--- config.mk ---
export PLATFORM = sky130hd
export DESIGN_NAME = vectored_interrupt_unit
export DESIGN_NICKNAME = d
export VERILOG_FILES = /design/src/hw/irq_pkg.sv /design/src/hw/pin_edge_detect.sv /design/src/hw/vectored_interrupt_unit.sv
export VERILOG_INCLUDE_DIRS = /design/src /design/src/hw
export SDC_FILE = /design/constraint.sdc
export NUM_CORES = 1
export LEC_CHECK = 0
export ABC_AREA = 1
export BUFFER_PORTS_ARGS = -buffer_cell sky130_fd_sc_hd__buf_2
export CAP_MARGIN = 20
export CORE_MARGIN = 4
export CORE_UTILIZATION = 35
export DETAILED_ROUTE_END_ITERATION = 7
export SLEW_MARGIN = 20
export SYNTH_ARGS = -nofsm -noshare
export SYNTH_HDL_FRONTEND = slang
export SYNTH_SLANG_ARGS = --single-unit
--- constraint.sdc ---
create_clock -name core_clk -period 3.48 [get_ports core_clk]
set_input_delay 0.522 -clock core_clk [delete_from_list [all_inputs] [get_ports core_clk]]
set_output_delay 0.522 -clock core_clk [all_outputs]
set_load 0.02 [all_outputs]
--- src/hw/irq_params.svh ---
// register offsets, field positions and reset values of the interrupt unit
`ifndef IRQ_PARAMS_SVH
`define IRQ_PARAMS_SVH
`define OFS_EDGE_SEL 4'h0
`define OFS_CTRL_ZERO 4'h4
`define OFS_CTRL_ONE 4'h8
`define OFS_SHARED_SRC 4'hC
`define OFS_STATUS 5'h10
`define CTRL_RESET 8'h00
`define C0_GLOBAL_EN 0
`define C0_PIN_A_EN 1
`define C0_PIN_B_EN 2
`define C0_TMR0_EN 3
`define C0_PIN_A_FLAG 4
`define C0_PIN_B_FLAG 5
`define C0_TMR0_FLAG 6
`define C1_TMR1_EN 0
`define C1_TMR2_EN 1
`define C1_SHARED_EN 2
`define C1_TMR1_FLAG 4
`define C1_TMR2_FLAG 5
`define C1_SHARED_FLAG 6
`define C0_MASK 8'h7F
`define C1_MASK 8'h77
`define EDGE_MASK 8'h0F
`define SRC_MASK 8'h77
`define VEC_PIN_A 8'h04
`define VEC_PIN_B 8'h08
`define VEC_TMR0 8'h0C
`define VEC_TMR1 8'h10
`define VEC_TMR2 8'h14
`define VEC_SHARED 8'h18
`endif

--- src/hw/irq_pkg.sv ---
// types shared by the interrupt unit
package irq_pkg;
  typedef enum logic [1:0] {
    EDGE_OFF = 2'b00,
    EDGE_RISE = 2'b01,
    EDGE_FALL = 2'b10,
    EDGE_BOTH = 2'b11
  } edge_mode_e;
  typedef enum logic [1:0] {
    BUS_IDLE = 2'b00,
    BUS_WRESP = 2'b01,
    BUS_RDATA = 2'b10
  } bus_state_e;
endpackage : irq_pkg

--- src/hw/pin_edge_detect.sv ---
// synchroniser and selectable edge detector for one external pin
`timescale 1ns/1ns
module pin_edge_detect
  import irq_pkg::*;
(
  input wire logic core_clk,
  input wire logic rst_b,
  input wire logic pin,
  input wire logic [1:0] mode,
  output logic hit
);
  logic [2:0] sync_q;
  logic [2:0] sync_d;
  logic hit_d;

  always_comb begin
    sync_d = {sync_q[1:0], pin};
    case (edge_mode_e'(mode))
      EDGE_RISE: hit_d = sync_q[1] & ~sync_q[2];
      EDGE_FALL: hit_d = ~sync_q[1] & sync_q[2];
      EDGE_BOTH: hit_d = sync_q[1] ^ sync_q[2];
      default: hit_d = 1'b0;
    endcase
  end

  // first stage is read only by the second one
  always_ff @(posedge core_clk or negedge rst_b) begin
    if (!rst_b) begin
      sync_q <= 3'h0;
      hit <= 1'b0;
    end else begin
      sync_q <= sync_d;
      hit <= hit_d;
    end
  end
endmodule : pin_edge_detect

--- src/hw/vectored_interrupt_unit.sv ---
// vectored interrupt controller with AXI4-Lite register access
// Function
// - event inputs and selected pin edges set their request flags.
// - enabled pending flag pushes PC and loads that source's vector.
// - return strobe pops the saved PC so execution resumes.
// - entering service clears the global enable.
// - requests arriving while blocked stay latched for later service.
// - no request is acknowledged while the return stack is full.
// - requests between two phase pulses are serviced on the later one.
// - fixed priority pin A, pin B, timer 0, 1, 2, shared source.
// - conversion and two time bases keep own flags, share one flag.
// - service clears shared flag only; software clears source flags.
// - global enable zero means no service at all.
// - two-bit edge select per pin: off, rising, falling, both.
// - edge register upper nibble reads zero; selects reset to zero.
// - control zero holds global, pin and timer 0 enables and flags.
// - control one holds timer 1, 2, shared enables and flags.
// - shared flag sets on a time base or conversion request whose source enable is set.
// - conversion interrupt needs global, own and shared enables.
// - control one bit 0 enables timer 1 requests.
`timescale 1ns/1ns
`include "irq_params.svh"
module vectored_interrupt_unit
  import irq_pkg::*;
(
  input wire logic core_clk,
  input wire logic rst_b,
  input wire logic ext_irq_pin_a,
  input wire logic ext_irq_pin_b,
  input wire logic [2:0] timer_overflow,
  input wire logic [1:0] time_base_overflow,
  input wire logic conversion_done,
  input wire logic second_phase_pulse,
  input wire logic stack_full,
  input wire logic return_strobe,
  input wire logic [31:0] s_axi_awaddr,
  input wire logic s_axi_awvalid,
  output logic s_axi_awready,
  input wire logic [31:0] s_axi_wdata,
  input wire logic [3:0] s_axi_wstrb,
  input wire logic s_axi_wvalid,
  output logic s_axi_wready,
  output logic [1:0] s_axi_bresp,
  output logic s_axi_bvalid,
  input wire logic s_axi_bready,
  input wire logic [31:0] s_axi_araddr,
  input wire logic s_axi_arvalid,
  output logic s_axi_arready,
  output logic [31:0] s_axi_rdata,
  output logic [1:0] s_axi_rresp,
  output logic s_axi_rvalid,
  input wire logic s_axi_rready,
  output logic irq_take,
  output logic [7:0] irq_vector,
  output logic pc_push,
  output logic pc_pop
);
  logic [7:0] edge_q, edge_d;
  logic [7:0] c0_q, c0_d;
  logic [7:0] c1_q, c1_d;
  logic [7:0] src_q, src_d;
  logic pin_a_hit, pin_b_hit;
  logic take_d, push_d, pop_d;
  logic [7:0] vec_d;
  bus_state_e bus_q, bus_d;
  logic aw_got_q, aw_got_d, w_got_q, w_got_d;
  logic [4:0] waddr_q, waddr_d;
  logic [7:0] wbyte_q, wbyte_d;
  logic wen_q, wen_d;
  logic awready_d, wready_d, bvalid_d, arready_d, rvalid_d;
  logic [1:0] bresp_d, rresp_d;
  logic [31:0] rdata_d;
  logic wbyte_mask_q, wbyte_mask_d;
  logic [5:0] pend;

  function automatic logic mapped(input logic [4:0] a);
    mapped = (a == 5'(`OFS_EDGE_SEL)) || (a == 5'(`OFS_CTRL_ZERO)) ||
             (a == 5'(`OFS_CTRL_ONE)) || (a == 5'(`OFS_SHARED_SRC)) ||
             (a == `OFS_STATUS);
  endfunction : mapped

  function automatic logic [7:0] merge(input logic [7:0] old,
                                       input logic [7:0] val,
                                       input logic [4:0] a,
                                       input logic [4:0] ofs,
                                       input logic [7:0] msk);
    merge = (wen_q && a == ofs) ? (val & msk) : old;
  endfunction : merge

  pin_edge_detect pin_a_det (
    .core_clk(core_clk), .rst_b(rst_b), .pin(ext_irq_pin_a),
    .mode(edge_q[1:0]), .hit(pin_a_hit)
  );
  pin_edge_detect pin_b_det (
    .core_clk(core_clk), .rst_b(rst_b), .pin(ext_irq_pin_b),
    .mode(edge_q[3:2]), .hit(pin_b_hit)
  );

  // enabled pending sources, priority order low index first
  always_comb begin
    pend[0] = c0_q[`C0_PIN_A_FLAG] & c0_q[`C0_PIN_A_EN];
    pend[1] = c0_q[`C0_PIN_B_FLAG] & c0_q[`C0_PIN_B_EN];
    pend[2] = c0_q[`C0_TMR0_FLAG] & c0_q[`C0_TMR0_EN];
    pend[3] = c1_q[`C1_TMR1_FLAG] & c1_q[`C1_TMR1_EN];
    pend[4] = c1_q[`C1_TMR2_FLAG] & c1_q[`C1_TMR2_EN];
    pend[5] = c1_q[`C1_SHARED_FLAG] & c1_q[`C1_SHARED_EN];
  end

  // register and flag next state
  always_comb begin
    edge_d = merge(edge_q, wbyte_q, waddr_q, 5'(`OFS_EDGE_SEL), `EDGE_MASK);
    c0_d = merge(c0_q, wbyte_q, waddr_q, 5'(`OFS_CTRL_ZERO), `C0_MASK);
    c1_d = merge(c1_q, wbyte_q, waddr_q, 5'(`OFS_CTRL_ONE), `C1_MASK);
    src_d = merge(src_q, wbyte_q, waddr_q, 5'(`OFS_SHARED_SRC), `SRC_MASK);
    // direct flag writes above; hardware sets below win
    take_d = 1'b0;
    vec_d = irq_vector;
    // sample on phase pulse; flags keep pending across blocked time
    if (second_phase_pulse && c0_q[`C0_GLOBAL_EN] && !stack_full &&
        (pend != 6'h00)) begin
      take_d = 1'b1;
      c0_d[`C0_GLOBAL_EN] = 1'b0;
      if (pend[0]) begin
        vec_d = `VEC_PIN_A;
        c0_d[`C0_PIN_A_FLAG] = 1'b0;
      end else if (pend[1]) begin
        vec_d = `VEC_PIN_B;
        c0_d[`C0_PIN_B_FLAG] = 1'b0;
      end else if (pend[2]) begin
        vec_d = `VEC_TMR0;
        c0_d[`C0_TMR0_FLAG] = 1'b0;
      end else if (pend[3]) begin
        vec_d = `VEC_TMR1;
        c1_d[`C1_TMR1_FLAG] = 1'b0;
      end else if (pend[4]) begin
        vec_d = `VEC_TMR2;
        c1_d[`C1_TMR2_FLAG] = 1'b0;
      end else begin
        vec_d = `VEC_SHARED;
        c1_d[`C1_SHARED_FLAG] = 1'b0;
      end
    end
    if (pin_a_hit) c0_d[`C0_PIN_A_FLAG] = 1'b1;
    if (pin_b_hit) c0_d[`C0_PIN_B_FLAG] = 1'b1;
    if (timer_overflow[0]) c0_d[`C0_TMR0_FLAG] = 1'b1;
    if (timer_overflow[1]) c1_d[`C1_TMR1_FLAG] = 1'b1;
    if (timer_overflow[2]) c1_d[`C1_TMR2_FLAG] = 1'b1;
    if (conversion_done) src_d[4] = 1'b1;
    if (time_base_overflow[0]) src_d[5] = 1'b1;
    if (time_base_overflow[1]) src_d[6] = 1'b1;
    // conversion counts only with its own enable
    if ((conversion_done && src_q[0]) ||
        (time_base_overflow[0] && src_q[1]) ||
        (time_base_overflow[1] && src_q[2]))
      c1_d[`C1_SHARED_FLAG] = 1'b1;
    push_d = take_d;
    pop_d = return_strobe;
  end

  // AXI4-Lite slave: address and data taken in either order
  always_comb begin
    bus_d = bus_q;
    aw_got_d = aw_got_q;
    w_got_d = w_got_q;
    waddr_d = waddr_q;
    wbyte_d = wbyte_q;
    wen_d = 1'b0;
    awready_d = 1'b0;
    wready_d = 1'b0;
    bvalid_d = s_axi_bvalid;
    bresp_d = s_axi_bresp;
    arready_d = 1'b0;
    rvalid_d = s_axi_rvalid;
    rresp_d = s_axi_rresp;
    rdata_d = s_axi_rdata;
    wbyte_mask_d = wbyte_mask_q;
    case (bus_q)
      BUS_IDLE: begin
        if (s_axi_arvalid && !s_axi_arready) begin
          arready_d = 1'b1;
          bus_d = BUS_RDATA;
          rvalid_d = 1'b1;
          rresp_d = mapped(s_axi_araddr[4:0]) && s_axi_araddr[31:5] == 27'h0
                    ? 2'b00 : 2'b10;
          case (s_axi_araddr[4:0])
            5'(`OFS_EDGE_SEL): rdata_d = {24'h0, edge_q};
            5'(`OFS_CTRL_ZERO): rdata_d = {24'h0, c0_q};
            5'(`OFS_CTRL_ONE): rdata_d = {24'h0, c1_q};
            5'(`OFS_SHARED_SRC): rdata_d = {24'h0, src_q};
            `OFS_STATUS: rdata_d = {23'h0, stack_full, irq_vector};
            default: rdata_d = 32'h0;
          endcase
        end else begin
          if (s_axi_awvalid && !aw_got_q && !s_axi_awready) begin
            awready_d = 1'b1;
            aw_got_d = 1'b1;
            waddr_d = s_axi_awaddr[4:0];
          end
          if (s_axi_wvalid && !w_got_q && !s_axi_wready) begin
            wready_d = 1'b1;
            w_got_d = 1'b1;
            wbyte_d = s_axi_wdata[7:0];
            wbyte_mask_d = s_axi_wstrb[0];
          end
          if (aw_got_q && w_got_q) begin
            wen_d = mapped(waddr_q) && wbyte_mask_q;
            bvalid_d = 1'b1;
            bresp_d = mapped(waddr_q) ? 2'b00 : 2'b10;
            aw_got_d = 1'b0;
            w_got_d = 1'b0;
            bus_d = BUS_WRESP;
          end
        end
      end
      BUS_WRESP: if (s_axi_bready) begin
        bvalid_d = 1'b0;
        bus_d = BUS_IDLE;
      end
      BUS_RDATA: if (s_axi_rready) begin
        rvalid_d = 1'b0;
        bus_d = BUS_IDLE;
      end
      default: bus_d = BUS_IDLE;
    endcase
  end

  always_ff @(posedge core_clk or negedge rst_b) begin
    if (!rst_b) begin
      edge_q <= `CTRL_RESET;
      c0_q <= `CTRL_RESET;
      c1_q <= `CTRL_RESET;
      src_q <= `CTRL_RESET;
      bus_q <= BUS_IDLE;
      aw_got_q <= 1'b0;
      w_got_q <= 1'b0;
      waddr_q <= 5'h00;
      wbyte_q <= 8'h00;
      wbyte_mask_q <= 1'b0;
      wen_q <= 1'b0;
      s_axi_awready <= 1'b0;
      s_axi_wready <= 1'b0;
      s_axi_bvalid <= 1'b0;
      s_axi_bresp <= 2'b00;
      s_axi_arready <= 1'b0;
      s_axi_rvalid <= 1'b0;
      s_axi_rresp <= 2'b00;
      s_axi_rdata <= 32'h0;
      irq_take <= 1'b0;
      irq_vector <= 8'h00;
      pc_push <= 1'b0;
      pc_pop <= 1'b0;
    end else begin
      edge_q <= edge_d;
      c0_q <= c0_d;
      c1_q <= c1_d;
      src_q <= src_d;
      bus_q <= bus_d;
      aw_got_q <= aw_got_d;
      w_got_q <= w_got_d;
      waddr_q <= waddr_d;
      wbyte_q <= wbyte_d;
      wbyte_mask_q <= wbyte_mask_d;
      wen_q <= wen_d;
      s_axi_awready <= awready_d;
      s_axi_wready <= wready_d;
      s_axi_bvalid <= bvalid_d;
      s_axi_bresp <= bresp_d;
      s_axi_arready <= arready_d;
      s_axi_rvalid <= rvalid_d;
      s_axi_rresp <= rresp_d;
      s_axi_rdata <= rdata_d;
      irq_take <= take_d;
      irq_vector <= vec_d;
      pc_push <= push_d;
      pc_pop <= pop_d;
    end
  end
endmodule : vectored_interrupt_unit

==> impl_metrics.env <==
export IMPL_port_buffers=83
export IMPL_seq_power_share_pct=47.5
export IMPL_routed_wl_mm=8.05
export IMPL_start_util_pct=36.5
export IMPL_avgSynthCellArea_sq_um=8.13
export IMPL_synth_mux_area_share_pct=0
export IMPL_core_area_sq_um=9370
export IMPL_crit_type="reg -> reg"
export IMPL_die_area_sq_um=11400
export IMPL_crit_slowest_cell="nor4_2"
export IMPL_rsz0062_at_grt="no"
export IMPL_cts_setup_buffers=0
export IMPL_overflow=0
export IMPL_p_clk_share_pct=25.7
export IMPL_cts_resized=0
export IMPL_status="complete, no violations"
export IMPL_root_buffer="clkbuf_8"
export IMPL_p_leak_nw=2.16
export IMPL_crit_path_end="waddr_q[1]"
export IMPL_yosys_area_share_simple_pct=23.7
export IMPL_hold_violations=0
export IMPL_synth_top_family_by_area="simple AND/OR/NAND/NOR gates"
export IMPL_power_density_nw_per_um2=582
export IMPL_mostFrequentLayoutCell="nand2_1"
export IMPL_ant_nets=0
export IMPL_track_usage_pct=14.7
export IMPL_setup_viol=0
export IMPL_rows=35
export IMPL_htreeDepth=3
export IMPL_critical_path_buf_inv_count=0
export IMPL_p_comb_share_pct=26.8
export IMPL_ys_warn_count=0
export IMPL_tightestPinTransition_ns=0.876
export IMPL_critPathLaunchType="register"
export IMPL_viasPerCell=4.50
export IMPL_cts_hold_buf=0
export IMPL_reg2reg_from="bus_q[1]"
export IMPL_power_switching_uw=885
export IMPL_clockBufferDepth=2
export IMPL_grt_pass1_wl_mm=13.2
export IMPL_dr_total_vias=2892
export IMPL_post_route_util_pct=43.1
export IMPL_path_max_fanout=12
export IMPL_critical_path_required_ns=3.67
export IMPL_intPower_mw=1.47
export IMPL_layout_nets=630
export IMPL_dp_hpwl_mm=6.25
export IMPL_critical_path_top_delay_family="simple AND/OR/NAND/NOR gates"
export IMPL_drcViolationCount=0
export IMPL_holdWs_ns=0.179
export IMPL_final_cell_mix="nand2_1 (104), buf_2 (83), dfrtp_1 (69), o21ai_0 (58), inv_1 (51)"
export IMPL_reg2regPathDepth=4
export IMPL_grt_pass1_vias=2798
export IMPL_avgRoutedWirePerCell_um=12.5
export IMPL_maxSlewViolCount=0
export IMPL_fin_tns_setup_ns=0
export IMPL_num_antenna_cells=0
export IMPL_synth_area_sq_um=3420
export IMPL_period_needed_ns=1.67
export IMPL_clock_latency_ns=0.36
export IMPL_finClkSkew_ns=0.0165
export IMPL_ys_seq_elements=69
export IMPL_io_pins=170
export IMPL_regToRegEndpoint="waddr_q[1]"
export IMPL_crit_cells=4
export IMPL_drt_iter0_markers=160
export IMPL_hold_path_class="in -> async"
export IMPL_ir_worst_vdd_mv=0.219
export IMPL_synth_adder_area_share_pct=1.46
export IMPL_fin_crit_sh_pct=48.0
export IMPL_antenna_found_initial=0
export IMPL_synth_compound_area_share_pct=10.5
export IMPL_cts_tree="done"
export IMPL_dieHeight_um=107
export IMPL_drive_gt1_share_pct=21.1
export IMPL_max_freq_mhz=598
export IMPL_critPathCaptureType="register"
export IMPL_cts_buffers=9
export IMPL_worstSetupStartpoint="bus_q[1]"
export IMPL_synth_xor_area_share_pct=0
export IMPL_grt_max_degree=38
export IMPL_netlist_cell_type_count=23
export IMPL_sw_frac_of_total_pct=37.7
export IMPL_maxCapViolations=0
export IMPL_clk_pin_slew_worst_paths_ns=0.09
export IMPL_reg2reg_slack_ns=1.81
export IMPL_gp_congestion=0.842
export IMPL_ys_seq_area_share_pct=50.5
export IMPL_die_w_um=107
export IMPL_path_cells="nor2_2 > o21ai_2 > nor4_2 > o21ai_0"
export IMPL_dr_pass1_iters=4
export IMPL_slowest_delay_ns=0.67
export IMPL_finalPower_mw=2.35
export IMPL_clock_sinks=69
export IMPL_syn_inst=421
export IMPL_arrival_ns=1.86
export IMPL_syn_to_final_growth_pct=18.0
export IMPL_slew_headroom_pct=41.1
## worst min-delay path by stage
| stage | start | end | slack [ns] |
|---|---|---|---|
| final | rst_b | pin_b_det.sync_q[0] | 0.18 |
| after floorplan | rst_b | aw_got_q | 0.23 |
| after detailed placement | pin_b_det.sync_q[0] | pin_b_det.sync_q[1] | 0.33 |
| after CTS | rst_b | pin_b_det.sync_q[0] | 0.19 |
| after global placement | pin_b_det.sync_q[0] | pin_b_det.sync_q[1] | 0.33 |
| after global routing | rst_b | pin_b_det.sync_q[0] | 0.22 |
## kinds of logic (layout without fill, tap and decap cells)
logic type      count (synthesis)  count (layout)
fa+ha+maj                       4               4
compound gates                 69              69
simple gates                  187             187
flops                          69              69
other cells                     1              31
buf+inv                        91             153
## Yosys cell counts
cell      instances  share of area [%]
nand3_1          16                2.3
conb_1            1               0.11
nor2_2            2               0.37
o21ai_2           1               0.26
nor2_1           38                4.2
nor3_1            5               0.73
dfrtp_1          69                 50
buf_2             4               0.59
clkbuf_1          3               0.33
buf_6             1               0.33
nand4_1          19                3.5
o21ai_0          58                8.5
nand2_1         104                 11
nor4_4            1               0.62
a21oi_1           7                1.0
or2_2             1               0.18
nor4_2            1               0.37
a21o_1            1               0.22
buf_4            32                7.0
a22o_1            1               0.26
inv_1            51                5.6
o21bai_1          1               0.22
ha_1              4                1.5
## metal layers
metal | vias to the layer above | track usage [%] | routed length [um]
met5 | - | 0 | 0
met4 | 0 | 5.75 | 166
met3 | 13 | 3.85 | 683
met2 | 123 | 23.8 | 3670
met1 | 1287 | 18.7 | 3520
li1 | 1469 | - | -
## power by group through the flow
stage	Sequential (mW)	Combinational [mW]	Clock [mW]
after detailed placement	1.13	0.637	0
final	1.12	0.631	0.604
after CTS	1.11	0.641	0.621
after floorplan	1.17	0.399	0
after global placement	1.12	0.623	0
after global routing	1.14	0.727	0.661
## metrics by stage
step	cell area (sq um)	setup slack, ns	cells
floorplan	3530	2.13	451
finish	4040	1.81	642
global placement	3850	1.69	626
global route	4040	1.61	642
detailed placement	3850	1.61	626
CTS	4040	1.76	642
## flip-flops by register name, summed over array words and instances (netlist names), 2 cells and up
| signal | flops |
|---|---|
| bus_q | 2 |
| c0_q | 7 |
| c1_q | 6 |
| edge_q | 4 |
| irq_vector | 3 |
| pin_a_det.sync_q | 3 |
| pin_b_det.sync_q | 3 |
| s_axi_rdata | 8 |
| src_q | 6 |
| waddr_q | 5 |
| wbyte_q | 7 |
## cell type report
cell class | instances | area (sq um)
sequential | 69 | 1730
multi-input combinational | 291 | 1330
clock buffer | 10 | 138
clock inverter | 6 | 47.5
timing repair buffer | 86 | 438
tap | 129 | 161
inverter | 51 | 191
fill | 967 | 5340
(Power assumes the default switching activity.)
